## src/icm_regs.svh

```systemverilog
// register offsets, field positions and timing counts of the input clock block
`ifndef ICM_REGS_SVH
`define ICM_REGS_SVH

`define ICM_ADDR_W          10
`define ICM_OFF_XTAL_CFG    10'h300
`define ICM_OFF_AMP_DRIVE   10'h301
`define ICM_OFF_PIN_CAPS    10'h302
`define ICM_OFF_REF1_CFG    10'h303
`define ICM_OFF_REF2_CFG    10'h304
`define ICM_OFF_REF3_CFG    10'h305
`define ICM_OFF_STATUS      10'h306
`define ICM_RESET_VAL       8'h00
`define ICM_ZERO8           8'h00

`define ICM_BIT_POL         6
`define ICM_BIT_DIS         5
`define ICM_VT_HI           4
`define ICM_VT_LO           2
`define ICM_DIV_HI          1
`define ICM_DIV_LO          0
`define ICM_CAP2_HI         7
`define ICM_CAP2_LO         4
`define ICM_CAP1_HI         3
`define ICM_CAP1_LO         0

`define ICM_VT_1            3'h0
`define ICM_VT_4            3'h1
`define ICM_VT_16           3'h2
`define ICM_VT_64           3'h3
`define ICM_VT_256          3'h4
`define ICM_VT_1024         3'h5
`define ICM_DIV_1           2'h0
`define ICM_DIV_2           2'h1
`define ICM_DIV_4           2'h2
`define ICM_DIV_8           2'h3
`define ICM_VT_CNT_1        11'h001
`define ICM_VT_CNT_4        11'h004
`define ICM_VT_CNT_16       11'h010
`define ICM_VT_CNT_64       11'h040
`define ICM_VT_CNT_256      11'h100
`define ICM_VT_CNT_1024     11'h400
`define ICM_HL_DIV_2        3'h0
`define ICM_HL_DIV_4        3'h1
`define ICM_HL_DIV_8        3'h3

`define ICM_CNT_W           11
`define ICM_GAP_W           8
`define ICM_MISS_LIMIT      8'h40
`define ICM_NUM_IN          4
`define ICM_XTAL_IDX        0

`endif

```

## src/icm_pkg.sv

```systemverilog
// types of the input clock configuration and monitor block
`default_nettype none
package icm_pkg;

  typedef enum logic [1:0] {
    ICM_MON_IDLE  = 2'b00,
    ICM_MON_CHECK = 2'b01,
    ICM_MON_VALID = 2'b11
  } icm_mon_st_t;

  typedef struct packed {
    icm_mon_st_t  st;
    logic [10:0]  vcnt;
    logic [7:0]   gap;
    logic         sig_d;
    logic [2:0]   dcnt;
    logic         dout;
    logic         feed;
    logic         pll;
    logic         valid;
  } icm_path_state_t;

  typedef struct packed {
    logic [6:0]   xtal_cfg;
    logic [7:0]   amp;
    logic [7:0]   caps;
    logic [6:0]   ref1_cfg;
    logic [6:0]   ref2_cfg;
    logic [6:0]   ref3_cfg;
    logic [7:0]   rdata;
    logic         conflict;
  } icm_top_state_t;

endpackage
`default_nettype wire

```

## src/icm_path_if.sv

```systemverilog
// carrier between the register core and one input path
`timescale 1ns/100ps
`default_nettype none
interface icm_path_if;
  logic       lock_edge_select;
  logic       dis;
  logic [2:0] vtime;
  logic [1:0] div;
  logic       feed;
  logic       pll;
  logic       valid;

  modport ctl  (output lock_edge_select, output dis, output vtime, output div,
                input feed, input pll, input valid);
  modport path (input lock_edge_select, input dis, input vtime, input div,
                output feed, output pll, output valid);
endinterface
`default_nettype wire

```

## src/icm_input_path.sv

```systemverilog
// one input path: monitor gate, validation monitor, pre-divider, edge select
`timescale 1ns/100ps
`default_nettype none
`include "icm_regs.svh"
module icm_input_path #(
  parameter bit XTAL = 1'b0
) (
  input  wire logic  clock,
  input  wire logic  nrst,
  input  wire logic  sig,
  icm_path_if.path   cfg
);

  icm_pkg::icm_path_state_t q_r;
  icm_pkg::icm_path_state_t q_nxt;

  logic [10:0] target;
  logic [2:0]  hlast;
  logic        rise;
  logic        missing;
  logic        div_one;

  always_comb
  begin
    q_nxt   = q_r;
    target  = `ICM_VT_CNT_1024;
    hlast   = `ICM_HL_DIV_2;
    rise    = sig & ~q_r.sig_d;
    missing = 1'b0;
    div_one = 1'b0;
    q_nxt.sig_d = sig;
    case (cfg.vtime)
      `ICM_VT_1:   target = `ICM_VT_CNT_1;
      `ICM_VT_4:   target = `ICM_VT_CNT_4;
      `ICM_VT_16:  target = `ICM_VT_CNT_16;
      `ICM_VT_64:  target = `ICM_VT_CNT_64;
      `ICM_VT_256: target = `ICM_VT_CNT_256;
      default:     target = `ICM_VT_CNT_1024;
    endcase
    // monitor only sees the input while the feed is on
    q_nxt.feed = sig & ~cfg.dis;
    if (cfg.dis)
    begin
      q_nxt.st    = icm_pkg::ICM_MON_IDLE;
      q_nxt.vcnt  = '0;
      q_nxt.gap   = '0;
      q_nxt.valid = 1'b0;
    end
    else
    begin
      if (rise)
        q_nxt.gap = '0;
      else if (q_r.gap != `ICM_MISS_LIMIT)
        q_nxt.gap = q_r.gap + 8'h01;
      missing = (q_r.gap == `ICM_MISS_LIMIT) && !rise;
      case (q_r.st)
        icm_pkg::ICM_MON_IDLE:
        begin
          q_nxt.st   = icm_pkg::ICM_MON_CHECK;
          q_nxt.vcnt = '0;
        end
        icm_pkg::ICM_MON_CHECK:
        begin
          if (missing)
            q_nxt.vcnt = '0;
          else if (rise)
          begin
            if (q_r.vcnt + 11'h001 == target)
            begin
              q_nxt.st    = icm_pkg::ICM_MON_VALID;
              q_nxt.valid = 1'b1;
              q_nxt.vcnt  = '0;
            end
            else
              q_nxt.vcnt = q_r.vcnt + 11'h001;
          end
        end
        icm_pkg::ICM_MON_VALID:
        begin
          if (missing)
          begin
            q_nxt.st    = icm_pkg::ICM_MON_CHECK;
            q_nxt.vcnt  = '0;
            q_nxt.valid = 1'b0;
          end
        end
        default:
        begin
          q_nxt.st    = icm_pkg::ICM_MON_IDLE;
          q_nxt.valid = 1'b0;
        end
      endcase
    end
    // pre-divider: toggle every 2^(code-1) input rising edges; code 0, and codes 2 and 3 on the crystal, pass the input through
    case (cfg.div)
      `ICM_DIV_2: hlast = `ICM_HL_DIV_2;
      `ICM_DIV_4: hlast = XTAL ? `ICM_HL_DIV_2 : `ICM_HL_DIV_4;
      `ICM_DIV_8: hlast = XTAL ? `ICM_HL_DIV_2 : `ICM_HL_DIV_8;
      default:    hlast = `ICM_HL_DIV_2;
    endcase
    div_one = (cfg.div == `ICM_DIV_1) ||
              (XTAL && cfg.div[`ICM_DIV_HI]);
    if (div_one)
    begin
      q_nxt.dout = sig;
      q_nxt.dcnt = '0;
    end
    else if (rise)
    begin
      if (q_r.dcnt >= hlast)
      begin
        q_nxt.dcnt = '0;
        q_nxt.dout = ~q_r.dout;
      end
      else
        q_nxt.dcnt = q_r.dcnt + 3'h1;
    end
    // inverted feed makes the pll lock to the falling edge
    q_nxt.pll = q_nxt.dout ^ cfg.lock_edge_select;
  end

  always_ff @(posedge clock or negedge nrst)
  begin
    if (!nrst)
      q_r <= '0;
    else
      q_r <= q_nxt;
  end

  assign cfg.feed  = q_r.feed;
  assign cfg.pll   = q_r.pll;
  assign cfg.valid = q_r.valid;

  a_dis_no_valid: assert property (
    @(posedge clock) disable iff (!nrst)
    cfg.dis |=> !cfg.valid && !cfg.feed)
    else $error("valid or feed while monitor feed disabled");
  a_miss_drops: assert property (
    @(posedge clock) disable iff (!nrst)
    (!cfg.dis && q_r.gap == `ICM_MISS_LIMIT && !rise) |=> !cfg.valid)
    else $error("valid kept after missing edge");

endmodule // icm_input_path
`default_nettype wire

```

## src/icm_top.sv

```systemverilog
// input clock configuration registers and the four input paths
`timescale 1ns/100ps
`default_nettype none
`include "icm_regs.svh"
module icm_top (
  input  wire logic        clock,
  input  wire logic        nrst,
  input  wire logic [9:0]  reg_addr,
  input  wire logic        reg_wr,
  input  wire logic        reg_rd,
  input  wire logic [7:0]  reg_wdata,
  output logic      [7:0]  reg_rdata,
  input  wire logic        doubler_enable,
  input  wire logic        crystal_input,
  input  wire logic        reference_input_1,
  input  wire logic        reference_input_2,
  input  wire logic        reference_input_3,
  output logic      [7:0]  crystal_amp_drive,
  output logic      [3:0]  second_pin_cap_sel,
  output logic      [3:0]  first_pin_cap_sel,
  output logic      [3:0]  monitor_feed,
  output logic      [3:0]  analog_pll_feed,
  output logic      [3:0]  input_valid,
  output logic             prediv_conflict
);

  icm_pkg::icm_top_state_t q_r;
  icm_pkg::icm_top_state_t q_nxt;

  logic [3:0]  sig_in;
  logic [6:0]  path_cfg [4];
  logic [3:0]  feed_w;
  logic [3:0]  pll_w;
  logic [3:0]  valid_w;

  icm_path_if pif [4] ();

  assign sig_in = {reference_input_3, reference_input_2,
                   reference_input_1, crystal_input};

  assign path_cfg[0] = q_r.xtal_cfg;
  assign path_cfg[1] = q_r.ref1_cfg;
  assign path_cfg[2] = q_r.ref2_cfg;
  assign path_cfg[3] = q_r.ref3_cfg;

  genvar gi;
  generate
    for (gi = 0; gi < `ICM_NUM_IN; gi = gi + 1)
    begin : g_path
      assign pif[gi].lock_edge_select   = path_cfg[gi][`ICM_BIT_POL];
      assign pif[gi].dis   = path_cfg[gi][`ICM_BIT_DIS];
      assign pif[gi].vtime = path_cfg[gi][`ICM_VT_HI:`ICM_VT_LO];
      assign pif[gi].div   = path_cfg[gi][`ICM_DIV_HI:`ICM_DIV_LO];
      assign feed_w[gi]    = pif[gi].feed;
      assign pll_w[gi]     = pif[gi].pll;
      assign valid_w[gi]   = pif[gi].valid;

      icm_input_path #(
        .XTAL (gi == `ICM_XTAL_IDX)
      ) u_path (
        .clock (clock),
        .nrst  (nrst),
        .sig   (sig_in[gi]),
        .cfg   (pif[gi])
      );
    end
  endgenerate

  always_comb
  begin
    q_nxt = q_r;
    if (reg_wr)
    begin
      case (reg_addr)
        `ICM_OFF_XTAL_CFG: q_nxt.xtal_cfg = reg_wdata[6:0];
        `ICM_OFF_AMP_DRIVE: q_nxt.amp     = reg_wdata;
        `ICM_OFF_PIN_CAPS:  q_nxt.caps    = reg_wdata;
        `ICM_OFF_REF1_CFG: q_nxt.ref1_cfg = reg_wdata[6:0];
        `ICM_OFF_REF2_CFG: q_nxt.ref2_cfg = reg_wdata[6:0];
        `ICM_OFF_REF3_CFG: q_nxt.ref3_cfg = reg_wdata[6:0];
        default:           q_nxt.rdata    = q_r.rdata;
      endcase
    end
    if (reg_rd)
    begin
      case (reg_addr)
        `ICM_OFF_XTAL_CFG:  q_nxt.rdata = {1'b0, q_r.xtal_cfg};
        `ICM_OFF_AMP_DRIVE: q_nxt.rdata = q_r.amp;
        `ICM_OFF_PIN_CAPS:  q_nxt.rdata = q_r.caps;
        `ICM_OFF_REF1_CFG:  q_nxt.rdata = {1'b0, q_r.ref1_cfg};
        `ICM_OFF_REF2_CFG:  q_nxt.rdata = {1'b0, q_r.ref2_cfg};
        `ICM_OFF_REF3_CFG:  q_nxt.rdata = {1'b0, q_r.ref3_cfg};
        `ICM_OFF_STATUS:    q_nxt.rdata = {4'h0, valid_w};
        default:            q_nxt.rdata = `ICM_ZERO8;
      endcase
    end
    // flag the setting that software should not make
    q_nxt.conflict = doubler_enable &&
      (q_nxt.xtal_cfg[`ICM_DIV_HI:`ICM_DIV_LO] == `ICM_DIV_2);
  end

  always_ff @(posedge clock or negedge nrst)
  begin
    if (!nrst)
      q_r <= '0;
    else
      q_r <= q_nxt;
  end

  assign reg_rdata          = q_r.rdata;
  assign crystal_amp_drive  = q_r.amp;
  assign second_pin_cap_sel = q_r.caps[`ICM_CAP2_HI:`ICM_CAP2_LO];
  assign first_pin_cap_sel  = q_r.caps[`ICM_CAP1_HI:`ICM_CAP1_LO];
  assign monitor_feed       = feed_w;
  assign analog_pll_feed    = pll_w;
  assign input_valid        = valid_w;
  assign prediv_conflict    = q_r.conflict;

  a_amp_write: assert property (
    @(posedge clock) disable iff (!nrst)
    (reg_wr && reg_addr == `ICM_OFF_AMP_DRIVE)
      |=> crystal_amp_drive == $past(reg_wdata))
    else $error("amplifier drive not loaded");
  a_caps_split: assert property (
    @(posedge clock) disable iff (!nrst)
    (reg_wr && reg_addr == `ICM_OFF_PIN_CAPS)
      |=> second_pin_cap_sel == $past(reg_wdata[`ICM_CAP2_HI:`ICM_CAP2_LO]) &&
          first_pin_cap_sel == $past(reg_wdata[`ICM_CAP1_HI:`ICM_CAP1_LO]))
    else $error("pin capacitor nibbles wrong");
  a_xtal_feed_off: assert property (
    @(posedge clock) disable iff (!nrst)
    (reg_wr && reg_addr == `ICM_OFF_XTAL_CFG && reg_wdata[`ICM_BIT_DIS])
      |=> ##1 !monitor_feed[0] && !input_valid[0])
    else $error("crystal still fed to monitor");
  a_xtal_fast_valid: assert property (
    @(posedge clock) disable iff (!nrst)
    $rose(input_valid[0]) |-> $past(crystal_input) &&
      !$past(crystal_input, 2) && !$past(q_r.xtal_cfg[`ICM_BIT_DIS]))
    else $error("crystal valid without a rising input edge");
  a_ref_pol_inv: assert property (
    @(posedge clock) disable iff (!nrst)
    (q_r.ref1_cfg[`ICM_BIT_POL] &&
     q_r.ref1_cfg[`ICM_DIV_HI:`ICM_DIV_LO] == `ICM_DIV_1 &&
     $stable(q_r.ref1_cfg))
      |=> analog_pll_feed[1] == !$past(reference_input_1))
    else $error("reference lock edge not inverted");
  a_xtal_pol_pass: assert property (
    @(posedge clock) disable iff (!nrst)
    (!q_r.xtal_cfg[`ICM_BIT_POL] &&
     q_r.xtal_cfg[`ICM_DIV_HI:`ICM_DIV_LO] == `ICM_DIV_1 &&
     $stable(q_r.xtal_cfg))
      |=> analog_pll_feed[0] == $past(crystal_input))
    else $error("crystal feed not following input");
  a_xtal_unused_div: assert property (
    @(posedge clock) disable iff (!nrst)
    (!q_r.xtal_cfg[`ICM_BIT_POL] && q_r.xtal_cfg[`ICM_DIV_HI] &&
     $stable(q_r.xtal_cfg))
      |=> analog_pll_feed[0] == $past(crystal_input))
    else $error("crystal unused divide code not pass-through");
  a_ref_div2: assert property (
    @(posedge clock) disable iff (!nrst)
    ($rose(analog_pll_feed[2]) &&
     q_r.ref2_cfg[`ICM_DIV_HI:`ICM_DIV_LO] == `ICM_DIV_2 &&
     !q_r.ref2_cfg[`ICM_BIT_POL] && $stable(q_r.ref2_cfg))
      |=> !$rose(analog_pll_feed[2]))
    else $error("divide by two toggled twice");
  a_conflict_flag: assert property (
    @(posedge clock) disable iff (!nrst)
    (doubler_enable &&
     q_r.xtal_cfg[`ICM_DIV_HI:`ICM_DIV_LO] == `ICM_DIV_2 && !reg_wr)
      |=> prediv_conflict)
    else $error("conflict not flagged");
  a_unmapped_zero: assert property (
    @(posedge clock) disable iff (!nrst)
    (reg_rd && reg_addr > `ICM_OFF_STATUS) |=> reg_rdata == `ICM_ZERO8)
    else $error("unmapped read not zero");
  a_reserved_zero: assert property (
    @(posedge clock) disable iff (!nrst)
    (reg_rd && reg_addr == `ICM_OFF_REF3_CFG) |=> !reg_rdata[7])
    else $error("reserved bit seven not zero");

endmodule // icm_top
`default_nettype wire

```

## config.mk

```make
export PLATFORM = sky130hd
export DESIGN_NAME = icm_top
export DESIGN_NICKNAME = d
export VERILOG_FILES = /design/src/icm_pkg.sv /design/src/icm_path_if.sv /design/src/icm_input_path.sv /design/src/icm_top.sv
export VERILOG_INCLUDE_DIRS = /design/src
export SDC_FILE = /design/constraint.sdc
export NUM_CORES = 1
export LEC_CHECK = 0
export BUFFER_PORTS_ARGS = -buffer_cell sky130_fd_sc_hd__clkbuf_2
export CAP_MARGIN = 15
export CORE_ASPECT_RATIO = 0.75
export CORE_MARGIN = 10
export CORE_UTILIZATION = 30
export CTS_CLUSTER_SIZE = 20
export DETAILED_ROUTE_END_ITERATION = 12
export GPL_TIMING_DRIVEN = 1
export PLACE_DENSITY = 0.5
export SLEW_MARGIN = 20
export SYNTH_ARGS = -nofsm -noshare
export SYNTH_HDL_FRONTEND = slang
export SYNTH_SLANG_ARGS = --single-unit
```

## constraint.sdc

```tcl
create_clock -name clock -period 2.85 [get_ports clock]
set_input_delay 0.57 -clock clock [delete_from_list [all_inputs] [get_ports clock]]
set_output_delay 0.57 -clock clock [all_outputs]
set_load 0.03 [all_outputs]
```

==> results of run 1 <==
## layout make-up
cell class                 count  area [um^2]  area share [%]
timing repair buffer         100        611.8           5.561
clock buffer                  17        425.4           3.867
sequential                   166         4154           37.76
multi-input combinational    737         4908           44.62
tap                          406        508.0           4.617
inverter                      41        153.9           1.399
clock inverter                15        240.2           2.184
## where the power goes
| part | total (uW) | leakage (uW) | switching, uW | internal, uW |
|---|---|---|---|---|
| Sequential | 2870 | 0.00221 | 300 | 2570 |
| Clock | 2660 | 0.000319 | 1080 | 1580 |
| Combinational | 1300 | 0.00237 | 744 | 557 |
| Total | 6840 | 0.00490 | 2120 | 4710 |
## synth_stat cells, drive strengths merged (3+ instances only)
library cell | instances | area share, %
dfrtp | 166 | 44
nand2 | 87 | 3.4
nor2 | 78 | 3.1
nand3 | 66 | 3.5
mux2 | 52 | 6.2
o21ai | 47 | 2.5
a21oi | 41 | 2.2
inv | 41 | 1.6
clkbuf | 36 | 1.4
xor2 | 29 | 2.7
nor3 | 27 | 1.5
buf | 26 | 1.6
nand2b | 23 | 1.5
ha | 21 | 2.8
xnor2 | 21 | 1.9
and3 | 20 | 1.3
mux2i | 20 | 2.1
nor2b | 18 | 1.2
nand4 | 16 | 1.1
a211oi | 15 | 1.2
a31oi | 12 | 0.79
nor4 | 11 | 1.0
o31ai | 10 | 0.84
a21o | 9 | 0.71
o22ai | 9 | 0.59
o221ai | 8 | 0.74
or3 | 8 | 0.53
nor3b | 7 | 0.61
a311oi | 6 | 0.55
and2 | 6 | 0.40
or4 | 6 | 0.55
a22oi | 5 | 0.40
a32o | 5 | 0.53
nand3b | 5 | 0.40
a221o | 4 | 0.42
and4 | 4 | 0.37
or4b | 4 | 0.42
a222oi | 3 | 0.32
nand4b | 3 | 0.28
nor4b | 3 | 0.34
o21bai | 3 | 0.24
o32ai | 3 | 0.28
## how the worst max path moves through the flow
stage,start,endpoint,slack (ns),cells past startpoint
3_5_place_dp,g_path[1].u_path.q_r[16]$_DFFE_PN0P_,g_path[1].u_path.q_r[20]$_DFFE_PN0P_,0.21,9
3_3_place_gp,g_path[1].u_path.q_r[16]$_DFFE_PN0P_,g_path[1].u_path.q_r[20]$_DFFE_PN0P_,0.26,9
4_1_cts,g_path[1].u_path.q_r[16]$_DFFE_PN0P_,g_path[1].u_path.q_r[20]$_DFFE_PN0P_,0.19,9
5_1_grt,g_path[3].u_path.q_r[16]$_DFFE_PN0P_,g_path[3].u_path.q_r[19]$_DFFE_PN0P_,0.005,9
6_report,g_path[1].u_path.q_r[16]$_DFFE_PN0P_,g_path[1].u_path.q_r[20]$_DFFE_PN0P_,0.18,9
2_1_floorplan,g_path[1].u_path.q_r[16]$_DFFE_PN0P_,g_path[1].u_path.q_r[18]$_DFFE_PN0P_,0.33,8
## layer usage
layer  wire length (um)  vias to the layer above  part of all wire, %
met5                 13                        -                0.053
met4                286                        2                  1.2
met3               1315                       25                  5.3
met2              10550                      126                   43
met1              12580                     3690                   51
li1                   -                     3746                    -
## metrics by stage
step | util (%) | area [um^2] | worst slack [ns] | total power (uW)
after detailed placement | 33.08 | 10340 | 0.2131 | 4226
after global placement | 33.08 | 10340 | 0.2578 | 4225
final | 35.21 | 11000 | 0.1844 | 6835
after global routing | 35.21 | 11000 | 0.004831 | 7249
after floorplan | - | 9502 | 0.3274 | 3757
after CTS | 35.21 | 11000 | 0.1926 | 6925
## sequential cells by signal, summed over array words and instances (netlist names)
register and flops:
g_path.u_path.q_r 101, prediv_conflict 1, g_path.u_path.cfg.valid 4, g_path.u_path.cfg.feed 4, second_pin_cap_sel 4, reg_rdata 8
crystal_amp_drive 8, g_path.u_path.cfg.pll 4, first_pin_cap_sel 4, path_cfg 28
## critical path, cell delays in order (launching register included)
cell and delay (ns):
dfrtp_1 0.45, ha_1 0.30, nand3_2 0.15, or3_1 0.45, a211oi_2 0.25, nor4_1 0.10
nor4_4 0.42, buf_4 0.22, a211oi_1 0.05, a21o_1 0.16
## cell usage in the layout, fill, tap and decap left out, types with 6 or more instances in the layout
master	n
xnor2_1	21
o31ai_1	9
nor2_1	76
nor2b_1	18
o22ai_1	9
nor3b_1	6
o221ai_1	8
ha_1	21
mux2i_1	20
a211oi_1	14
a21o_1	9
a31oi_1	12
or3_1	8
clkbuf_2	62
inv_1	41
dfrtp_1	166
clkbuf_16	17
and2_1	6
nor4_1	9
nand2b_1	23
buf_4	36
xor2_1	29
nand2_1	87
mux2_2	52
nor3_1	25
nand4_1	16
o21ai_0	47
nand3_1	65
and3_1	20
a21oi_1	40
## kinds of logic after synthesis
| group | share of synthesized area [%] |
|---|---|
| AOI/OAI and AO/OA | 13.93 |
| buffers and inverters | 4.688 |
| muxes | 8.270 |
| xor gates and xnor gates | 4.609 |
| DFF | 43.72 |
| adders and majority gates | 2.765 |
| and+or+nand+nor | 22.02 |
==> impl_metrics.xml, run 1 <==
<?xml version="1.0" encoding="UTF-8"?>
<metrics>
  <group name="outcome">
    <metric name="run_status" unit="">finished clean</metric>
  </group>
  <group name="yosys">
    <metric name="synth-main-ff-cell" unit="">dfrtp_1</metric>
    <metric name="synthArstFlopShare" unit="%">100.0</metric>
    <metric name="yosysWarningCount" unit="">0</metric>
    <metric name="postSynthAreaPerCell" unit="um^2">9.445</metric>
    <metric name="synth.cell_area" unit="um^2">9502</metric>
    <metric name="syn_nets" unit="">1054</metric>
    <metric name="synth-edff-count" unit="">0</metric>
    <metric name="ys_types" unit="">72</metric>
    <metric name="ffs_latches_synth" unit="">166</metric>
    <metric name="synth_sequential_area_ratio" unit="%">43.72</metric>
    <metric name="synthCells" unit="">1006</metric>
  </group>
  <group name="critical_path">
    <metric name="setup.reg_to_reg.worst_slack" unit="ns">0.18</metric>
    <metric name="timing_worst_setup_path_type" unit="">reg2reg</metric>
    <metric name="critical_path_peak_fanout" unit="">7</metric>
    <metric name="worstSetupEndpointType" unit="">flop</metric>
    <metric name="critPathLaunchType" unit="">flop</metric>
    <metric name="worst_r2r_endpoint" unit="">g_path[1].u_path.q_r[20]$_DFFE_PN0P_</metric>
    <metric name="worstPathRequired" unit="ns">3.19</metric>
    <metric name="rr_worst_depth" unit="">9</metric>
    <metric name="arrival" unit="ns">3.01</metric>
    <metric name="worstReg2RegStart" unit="">g_path[1].u_path.q_r[16]$_DFFE_PN0P_</metric>
  </group>
  <group name="clock_network">
    <metric name="cts_post_setup_buffers_inserted" unit="">0</metric>
    <metric name="post_cts_hold_buffer_count" unit="">0</metric>
    <metric name="clock_transition_time_at_the_flip_flop_clock_pins_of_the_worst_setup_and_hold_paths" unit="ns">0.07</metric>
    <metric name="clk_path_buf_depth" unit="">2</metric>
    <metric name="clock_tree_from_tritoncts" unit="">done</metric>
    <metric name="worstSkewPairLatency" unit="ns">0.45</metric>
    <metric name="h-tree-depth" unit="">4</metric>
    <metric name="master_cell_of_the_clock_root_buffer" unit="">clkbuf_16</metric>
    <metric name="post_cts_resized" unit="">0</metric>
    <metric name="tritoncts.num_buffers" unit="">17</metric>
    <metric name="clkSinkCount" unit="">166</metric>
  </group>
  <group name="pwr">
    <metric name="vdd_ir_drop_max" unit="mV">0.3789</metric>
    <metric name="power_density" unit="nW/um^2">621.3</metric>
    <metric name="power.leakage" unit="uW">0.004904</metric>
  </group>
  <group name="finish">
    <metric name="layoutNonFillerInstCount" unit="">1482</metric>
    <metric name="post_route_cells_drive_above_1_share" unit="%">18.96</metric>
    <metric name="num_antenna_cells" unit="">0</metric>
    <metric name="nets" unit="">1111</metric>
    <metric name="fillerInstances" unit="">3209</metric>
    <metric name="syn_to_final_growth" unit="%">15.79</metric>
  </group>
  <group name="timing">
    <metric name="timing.final.crit_share" unit="%">93.53</metric>
    <metric name="grt_setup_unrepaired" unit="">false</metric>
    <metric name="slew-limit-headroom" unit="%">56.48</metric>
    <metric name="setup-violations-final" unit="">0</metric>
    <metric name="achievable-frequency" unit="MHz">375.1</metric>
    <metric name="finalHoldWorstSlack" unit="ns">0.1054</metric>
    <metric name="finalClockSkew" unit="ns">0.009116</metric>
    <metric name="final_period_minus_worst_setup_slack" unit="ns">2.666</metric>
    <metric name="finalMaxSlewViolations" unit="">0</metric>
    <metric name="measured_slew_at_the_worst_slew_check_pin" unit="ns">0.6528</metric>
    <metric name="setup_tns" unit="ns">0</metric>
    <metric name="final_hold_viol_count" unit="">0</metric>
  </group>
  <group name="floorplanning">
    <metric name="rows" unit="">56</metric>
    <metric name="initial_utilization" unit="%">30.41</metric>
    <metric name="die-width" unit="um">225.5</metric>
    <metric name="floorplan.die_area" unit="um^2">39260</metric>
    <metric name="core" unit="um^2">31250</metric>
    <metric name="dieHeight" unit="um">174.1</metric>
    <metric name="top_level_i_o_count" unit="">64</metric>
  </group>
  <group name="global_routing">
    <metric name="first_global_vias" unit="">7271</metric>
    <metric name="grt_start_max_net_pins" unit="">68</metric>
    <metric name="first_pass_grt_wire_length" unit="um">40670</metric>
    <metric name="grt.met1_usage" unit="%">18.36</metric>
    <metric name="grt_most_used_layer" unit="">met2</metric>
    <metric name="global_route.overflow_total" unit="">0</metric>
    <metric name="globalRouteTotalUtil" unit="%">12.94</metric>
    <metric name="met3_usage" unit="%">3.683</metric>
    <metric name="grt_util_met2" unit="%">18.65</metric>
    <metric name="antenna_found_initial" unit="">1</metric>
  </group>
  <group name="placed_design">
    <metric name="port_buffers" unit="">63</metric>
    <metric name="numPlacedInstances" unit="">1450</metric>
    <metric name="routabilityCongestion" unit="">0.8486</metric>
    <metric name="dp_hpwl" unit="um">18200</metric>
  </group>
  <group name="routing">
    <metric name="drt_iter0_drc" unit="">632</metric>
    <metric name="drtPass1Iterations" unit="">5</metric>
    <metric name="finalWirelength" unit="um">24750</metric>
    <metric name="post_drt_via_cell_ratio" unit="">5.121</metric>
    <metric name="final_antenna_net_count" unit="">0</metric>
    <metric name="wl_per_cell" unit="um">16.70</metric>
    <metric name="post-route-drc-count" unit="">0</metric>
    <metric name="route.vias.total" unit="">7589</metric>
  </group>
  <group name="job">
    <metric name="cap_violations" unit="">0</metric>
  </group>
  <group name="hold_path">
    <metric name="timing.hold.worst.class" unit="">in2async</metric>
  </group>
</metrics>
Power figures use the tool's default switching activity.
==> run 2: changes to the inputs <==
--- a/config.mk
+++ b/config.mk
@@ -15,6 +15,7 @@
 export DETAILED_ROUTE_END_ITERATION = 12
 export GPL_TIMING_DRIVEN = 1
 export PLACE_DENSITY = 0.5
+export SETUP_SLACK_MARGIN = 0.2
 export SLEW_MARGIN = 20
 export SYNTH_ARGS = -nofsm -noshare
 export SYNTH_HDL_FRONTEND = slang
==> run 2 against run 1 <==
  * First-iteration DRC count shrank 2.5%
  * Total power grew 1.4%
  * Sequential share of layout area shrank 0.43 points
  * Clock-buffer cell count is the same
  * Maximum frequency grew 3.0%
  * Non-clock buffer count grew 7
  * Critical path type unchanged
  * Critical endpoint unchanged
  * Highest routed layer unchanged
==> impl_metrics.xml, run 2 (synthesis results as in run 1) <==
<?xml version="1.0" encoding="UTF-8"?>
<metrics>
  <group name="pwr">
    <metric name="power_density" unit="nW/um^2">622.2</metric>
    <metric name="power.leakage" unit="uW">0.004950</metric>
    <metric name="vdd_ir_drop_max" unit="mV">0.3775</metric>
  </group>
  <group name="routing">
    <metric name="finalWirelength" unit="um">24960</metric>
    <metric name="drt_iter0_drc" unit="">616</metric>
    <metric name="post_drt_via_cell_ratio" unit="">5.146</metric>
    <metric name="post-route-drc-count" unit="">0</metric>
    <metric name="route.vias.total" unit="">7662</metric>
    <metric name="final_antenna_net_count" unit="">0</metric>
    <metric name="wl_per_cell" unit="um">16.76</metric>
    <metric name="drtPass1Iterations" unit="">5</metric>
  </group>
  <group name="floorplanning">
    <metric name="floorplan.die_area" unit="um^2">39260</metric>
    <metric name="die-width" unit="um">225.5</metric>
    <metric name="top_level_i_o_count" unit="">64</metric>
    <metric name="initial_utilization" unit="%">30.41</metric>
    <metric name="rows" unit="">56</metric>
    <metric name="core" unit="um^2">31250</metric>
    <metric name="dieHeight" unit="um">174.1</metric>
  </group>
  <group name="clock_network">
    <metric name="h-tree-depth" unit="">4</metric>
    <metric name="clkSinkCount" unit="">166</metric>
    <metric name="clk_path_buf_depth" unit="">2</metric>
    <metric name="post_cts_hold_buffer_count" unit="">0</metric>
    <metric name="master_cell_of_the_clock_root_buffer" unit="">clkbuf_16</metric>
    <metric name="tritoncts.num_buffers" unit="">17</metric>
    <metric name="clock_transition_time_at_the_flip_flop_clock_pins_of_the_worst_setup_and_hold_paths" unit="ns">0.07</metric>
    <metric name="clock_tree_from_tritoncts" unit="">done</metric>
    <metric name="worstSkewPairLatency" unit="ns">0.45</metric>
  </group>
  <group name="timing">
    <metric name="slew-limit-headroom" unit="%">56.17</metric>
    <metric name="final_period_minus_worst_setup_slack" unit="ns">2.589</metric>
    <metric name="grt_setup_unrepaired" unit="">false</metric>
    <metric name="timing.final.crit_share" unit="%">90.83</metric>
    <metric name="measured_slew_at_the_worst_slew_check_pin" unit="ns">0.6574</metric>
    <metric name="finalHoldWorstSlack" unit="ns">0.1083</metric>
    <metric name="final_hold_viol_count" unit="">0</metric>
    <metric name="finalMaxSlewViolations" unit="">0</metric>
    <metric name="achievable-frequency" unit="MHz">386.3</metric>
    <metric name="worst_slack" unit="ns">0.2614</metric>
    <metric name="setup-violations-final" unit="">0</metric>
    <metric name="finalClockSkew" unit="ns">0.009010</metric>
    <metric name="setup_tns" unit="ns">0</metric>
  </group>
  <group name="global_routing">
    <metric name="first_pass_grt_wire_length" unit="um">40670</metric>
    <metric name="globalRouteTotalUtil" unit="%">12.94</metric>
    <metric name="global_route.overflow_total" unit="">0</metric>
    <metric name="grt_start_max_net_pins" unit="">68</metric>
    <metric name="first_global_vias" unit="">7271</metric>
    <metric name="antenna_found_initial" unit="">1</metric>
  </group>
  <group name="critical_path">
    <metric name="critPathLaunchType" unit="">flop</metric>
    <metric name="arrival" unit="ns">2.93</metric>
    <metric name="critical_path_peak_fanout" unit="">5</metric>
    <metric name="worstSetupEndpointType" unit="">flop</metric>
    <metric name="timing_worst_setup_path_type" unit="">reg2reg</metric>
    <metric name="worstPathRequired" unit="ns">3.19</metric>
  </group>
  <group name="placed_design">
    <metric name="port_buffers" unit="">63</metric>
    <metric name="dp_hpwl" unit="um">18200</metric>
    <metric name="place_ws" unit="ns">0.2131</metric>
    <metric name="numPlacedInstances" unit="">1450</metric>
    <metric name="routabilityCongestion" unit="">0.8486</metric>
  </group>
  <group name="finish">
    <metric name="layoutNonFillerInstCount" unit="">1489</metric>
    <metric name="post_route_cells_drive_above_1_share" unit="%">20.78</metric>
    <metric name="num_antenna_cells" unit="">0</metric>
    <metric name="syn_to_final_growth" unit="%">17.24</metric>
    <metric name="layout_common_cells" unit="">dfrtp_1, nand2_1, nor2_1, nand3_1, clkbuf_2</metric>
    <metric name="nets" unit="">1118</metric>
    <metric name="most_common_library_cell_in_the_layout_ignoring_fill_and_taps" unit="">dfrtp_1</metric>
    <metric name="final_core_utilization" unit="%">35.65</metric>
    <metric name="largest_reg_flops" unit="">101</metric>
    <metric name="top_register" unit="">g_path.u_path.q_r</metric>
  </group>
  <group name="hold_path">
    <metric name="timing.hold.worst.class" unit="">in2async</metric>
  </group>
  <group name="job">
    <metric name="cap_violations" unit="">0</metric>
  </group>
  <group name="outcome">
    <metric name="run_status" unit="">finished clean</metric>
  </group>
</metrics>
run 2: layout make-up:
type | count | area (um^2)
Multi-Input combinational cell | 737 | 4990
Clock inverter | 15 | 240.2
Tap cell | 406 | 508.0
Clock buffer | 17 | 425.4
Sequential cell | 166 | 4158
Fill cell | 3200 | 20110
Timing Repair Buffer | 107 | 664.4
Inverter | 41 | 153.9
run 2: worst paths after layout:
| kind | startpoint | depth (start not counted) | endpoint | slack, ns |
|---|---|---|---|---|
| max | g_path[1].u_path.q_r[17]$_DFFE_PN0P_ | 9 | g_path[1].u_path.q_r[20]$_DFFE_PN0P_ | 0.26 |
| min | nrst | 1 | g_path[3].u_path.q_r[16]$_DFFE_PN0P_ | 0.11 |
| max reg2reg | g_path[1].u_path.q_r[17]$_DFFE_PN0P_ | 9 | g_path[1].u_path.q_r[20]$_DFFE_PN0P_ | 0.26 |
| min reg2reg | path_cfg[13]$_DFFE_PN0P_ | 1 | g_path[2].u_path.cfg.pll$_DFF_PN0_ | 0.51 |
| max in group asynchronous | nrst | 2 | g_path[2].u_path.q_r[16]$_DFFE_PN0P_ | 2.00 |
| min in group clock | crystal_input | 1 | g_path[0].u_path.q_r[7]$_DFF_PN0_ | 0.28 |
run 2: worst max-delay path: stages (launching register included):
cell and delay, ns:
dfrtp_1 0.44, ha_4 0.21, xor2_2 0.17, nor3_2 0.18
o21ai_1 0.08, or4_4 0.55, nor4_4 0.42, buf_4 0.22
a211oi_1 0.05, a21o_1 0.16
run 2: metal layers:
layer  vias to the layer above  GRT usage, %  part of all wire [%]
met2                       129         18.65                    43
met4                         2         3.594                   1.2
met5                         -             0                 0.052
met3                        30         3.683                   5.2
met1                      3737         18.36                    51
li1                       3764             -                     -
run 2: metrics by stage:
step,total power (uW),area (um^2)
6_report,6931,11140
5_1_grt,7350,11140
4_1_cts,6922,11000
3_5_place_dp,4226,10340
3_3_place_gp,4225,10340
2_1_floorplan,3757,9502
run 2: where the power goes:
part / switching, uW / internal [uW] / leakage [uW]
sequential: 302 / 2570 / 0.00221
clock: 1080 / 1580 / 0.000319
combinational: 768 / 628 / 0.00243
run 2: repair_timing:
item	CTS	global route
pin swaps	1	8
endpoints found under the setup margin	1	23
gates cloned	0	0
resized for setup	0	19
buffers inserted	0	7
==> run 3: changes to the inputs <==
--- a/config.mk
+++ b/config.mk
@@ -6,15 +6,17 @@
 export SDC_FILE = /design/constraint.sdc
 export NUM_CORES = 1
 export LEC_CHECK = 0
-export BUFFER_PORTS_ARGS = -buffer_cell sky130_fd_sc_hd__clkbuf_2
+export BUFFER_PORTS_ARGS = -buffer_cell sky130_fd_sc_hd__buf_2
 export CAP_MARGIN = 15
+export CELL_PAD_IN_SITES_DETAIL_PLACEMENT = 1
+export CELL_PAD_IN_SITES_GLOBAL_PLACEMENT = 1
 export CORE_ASPECT_RATIO = 0.75
 export CORE_MARGIN = 10
 export CORE_UTILIZATION = 30
 export CTS_CLUSTER_SIZE = 20
 export DETAILED_ROUTE_END_ITERATION = 12
 export GPL_TIMING_DRIVEN = 1
-export PLACE_DENSITY = 0.5
+export PLACE_DENSITY = 0.6
 export SETUP_SLACK_MARGIN = 0.2
 export SLEW_MARGIN = 20
 export SYNTH_ARGS = -nofsm -noshare
==> run 3 against run 2 <==
  * Register-to-register slack better by 0.06 ns
  * Non-clock buffer count down 4
  * Core utilization down 0.48 points
  * Clock power down 14%
  * Worst setup slack better by 0.056 ns
  * Cell area down 1.4%
  * Via count up 1.9%
  * Sequential power about the same
  * Combinational power about the same
  * Sequential share of layout area up 0.54 points
  * Clock-buffer cell count up 3
  * Critical endpoint is now g_path[0].u_path.q_r[24]$_DFFE_PN0P_
==> impl_metrics.xml, run 3 (synthesis results as in run 1) <==
<?xml version="1.0" encoding="UTF-8"?>
<metrics>
  <group name="clock_network">
    <metric name="master_cell_of_the_clock_root_buffer" unit="">clkbuf_16</metric>
    <metric name="clock_transition_time_at_the_flip_flop_clock_pins_of_the_worst_setup_and_hold_paths" unit="ns">0.06</metric>
    <metric name="clk_path_buf_depth" unit="">2</metric>
    <metric name="tritoncts.num_buffers" unit="">17</metric>
    <metric name="h-tree-depth" unit="">4</metric>
    <metric name="clkSinkCount" unit="">166</metric>
    <metric name="clock_tree_from_tritoncts" unit="">done</metric>
    <metric name="worstSkewPairLatency" unit="ns">0.45</metric>
  </group>
  <group name="finish">
    <metric name="syn_to_final_growth" unit="%">15.64</metric>
    <metric name="layout_common_cells" unit="">dfrtp_1, nand2_1, nor2_1, nand3_1, buf_2</metric>
    <metric name="top_register" unit="">g_path.u_path.q_r</metric>
    <metric name="largest_reg_flops" unit="">101</metric>
    <metric name="nets" unit="">1114</metric>
    <metric name="design_area" unit="um^2">10990</metric>
    <metric name="post_route_cells_drive_above_1_share" unit="%">20.06</metric>
    <metric name="most_common_library_cell_in_the_layout_ignoring_fill_and_taps" unit="">dfrtp_1</metric>
  </group>
  <group name="floorplanning">
    <metric name="dieHeight" unit="um">174.1</metric>
    <metric name="initial_utilization" unit="%">30.41</metric>
    <metric name="rows" unit="">56</metric>
    <metric name="top_level_i_o_count" unit="">64</metric>
    <metric name="die-width" unit="um">225.5</metric>
    <metric name="core" unit="um^2">31250</metric>
    <metric name="floorplan.die_area" unit="um^2">39260</metric>
  </group>
  <group name="critical_path">
    <metric name="worst_r2r_endpoint" unit="">g_path[0].u_path.q_r[24]$_DFFE_PN0P_</metric>
    <metric name="setup.reg_to_reg.worst_slack" unit="ns">0.32</metric>
    <metric name="critical_path_peak_fanout" unit="">8</metric>
    <metric name="arrival" unit="ns">2.86</metric>
    <metric name="timing_worst_setup_path_type" unit="">reg2reg</metric>
    <metric name="worstPathRequired" unit="ns">3.18</metric>
    <metric name="worstSetupEndpointType" unit="">flop</metric>
    <metric name="worstReg2RegStart" unit="">g_path[0].u_path.q_r[16]$_DFFE_PN0P_</metric>
    <metric name="rr_worst_depth" unit="">9</metric>
    <metric name="critPathLaunchType" unit="">flop</metric>
  </group>
  <group name="global_routing">
    <metric name="grt_start_max_net_pins" unit="">57</metric>
    <metric name="first_pass_grt_wire_length" unit="um">44780</metric>
    <metric name="antenna_found_initial" unit="">3</metric>
    <metric name="global_route.overflow_total" unit="">0</metric>
    <metric name="first_global_vias" unit="">7899</metric>
    <metric name="globalRouteTotalUtil" unit="%">14.40</metric>
  </group>
  <group name="pwr">
    <metric name="power.leakage" unit="uW">0.004906</metric>
    <metric name="totalPowerFinal" unit="uW">6569</metric>
    <metric name="power_density" unit="nW/um^2">597.8</metric>
    <metric name="vdd_ir_drop_max" unit="mV">0.3714</metric>
  </group>
  <group name="timing">
    <metric name="slew-limit-headroom" unit="%">57.13</metric>
    <metric name="timing.final.crit_share" unit="%">88.86</metric>
    <metric name="final_period_minus_worst_setup_slack" unit="ns">2.532</metric>
    <metric name="setup_tns" unit="ns">0</metric>
    <metric name="measured_slew_at_the_worst_slew_check_pin" unit="ns">0.6430</metric>
    <metric name="finalMaxSlewViolations" unit="">0</metric>
    <metric name="grt_setup_unrepaired" unit="">true</metric>
    <metric name="worst_slack" unit="ns">0.3176</metric>
    <metric name="achievable-frequency" unit="MHz">394.9</metric>
    <metric name="finalClockSkew" unit="ns">0.005402</metric>
    <metric name="setup-violations-final" unit="">0</metric>
    <metric name="final_hold_viol_count" unit="">0</metric>
  </group>
  <group name="placed_design">
    <metric name="port_buffers" unit="">63</metric>
    <metric name="dp_hpwl" unit="um">20220</metric>
    <metric name="routabilityCongestion" unit="">0.8159</metric>
    <metric name="place_ws" unit="ns">0.1472</metric>
    <metric name="placed_cell_area" unit="um^2">10330</metric>
  </group>
  <group name="routing">
    <metric name="post_drt_via_cell_ratio" unit="">5.263</metric>
    <metric name="wl_per_cell" unit="um">18.71</metric>
    <metric name="drt_iter0_drc" unit="">411</metric>
    <metric name="final_antenna_net_count" unit="">0</metric>
    <metric name="route.vias.total" unit="">7811</metric>
    <metric name="finalWirelength" unit="um">27770</metric>
    <metric name="post-route-drc-count" unit="">0</metric>
    <metric name="drtPass1Iterations" unit="">5</metric>
  </group>
  <group name="job">
    <metric name="cap_violations" unit="">0</metric>
  </group>
  <group name="outcome">
    <metric name="run_status" unit="">finished clean</metric>
  </group>
  <group name="hold_path">
    <metric name="timing.hold.worst.class" unit="">in2async</metric>
  </group>
</metrics>
## run 3: layout make-up
type | count | area, um^2
fill | 3608 | 20260
multi-input combinational | 737 | 4960
sequential | 166 | 4160
timing repair buffer | 103 | 650.6
tap | 406 | 508.0
clock buffer | 20 | 446.7
inverter | 41 | 153.9
clock inverter | 10 | 106.4
antenna | 1 | 2.502
## run 3: worst max-delay path: stages, from the launching register on
cell and delay (ns):
dfrtp_2 0.45, ha_2 0.26, nand4_1 0.19, or4b_1 0.51
a21oi_1 0.14, o31ai_1 0.13, o31ai_2 0.21, buf_4 0.19
nor3b_1 0.06, a221o_1 0.27
## run 3: per-stage QoR
| stage | util (%) | hold WS [ns] | cells |
|---|---|---|---|
| final | 35.16 | 0.07210 | 1484 |
| after global placement | 33.07 | 0.4893 | 1448 |
| after global routing | 35.15 | 0.1064 | 1483 |
| after floorplan | - | 0.2744 | 1006 |
| after detailed placement | 33.07 | 0.5047 | 1448 |
| after CTS | 34.87 | 0.08028 | 1479 |
## run 3: power by group
| part | internal, uW | switching [uW] | leakage (uW) |
|---|---|---|---|
| combinational | 603 | 793 | 0.00243 |
| clock | 1290 | 988 | 0.000275 |
| sequential | 2580 | 314 | 0.00220 |
| total | 4470 | 2090 | 0.00491 |
## run 3: worst max-delay path by stage
stage | end | cells past startpoint | slack, ns | start
2_1_floorplan | g_path[1].u_path.q_r[18]$_DFFE_PN0P_ | 8 | 0.33 | g_path[1].u_path.q_r[16]$_DFFE_PN0P_
3_3_place_gp | g_path[1].u_path.q_r[18]$_DFFE_PN0P_ | 8 | 0.17 | g_path[1].u_path.q_r[16]$_DFFE_PN0P_
3_5_place_dp | g_path[1].u_path.q_r[18]$_DFFE_PN0P_ | 8 | 0.15 | g_path[1].u_path.q_r[16]$_DFFE_PN0P_
4_1_cts | g_path[1].u_path.q_r[18]$_DFFE_PN0P_ | 9 | 0.20 | g_path[1].u_path.q_r[16]$_DFFE_PN0P_
5_1_grt | g_path[1].u_path.q_r[18]$_DFFE_PN0P_ | 11 | 0.18 | g_path[1].u_path.q_r[16]$_DFFE_PN0P_
6_report | g_path[0].u_path.q_r[24]$_DFFE_PN0P_ | 9 | 0.32 | g_path[0].u_path.q_r[16]$_DFFE_PN0P_
## run 3: per-layer routing
metal  vias up  part of all wire (%)  GRT usage (%)
li1       3750                     -              -
met1      3922                    51          20.30
met2       109                    43          21.20
met3        26                   4.1          3.380
met4         4                   1.5          4.521
met5         -                 0.079              0
## run 3: timing repair
item	CTS	global route
resized for setup	2	15
pin swaps	1	3
endpoints found under the setup margin	6	25
hold buffers	0	0
endpoints found under the hold margin	0	0
buffers inserted	1	4
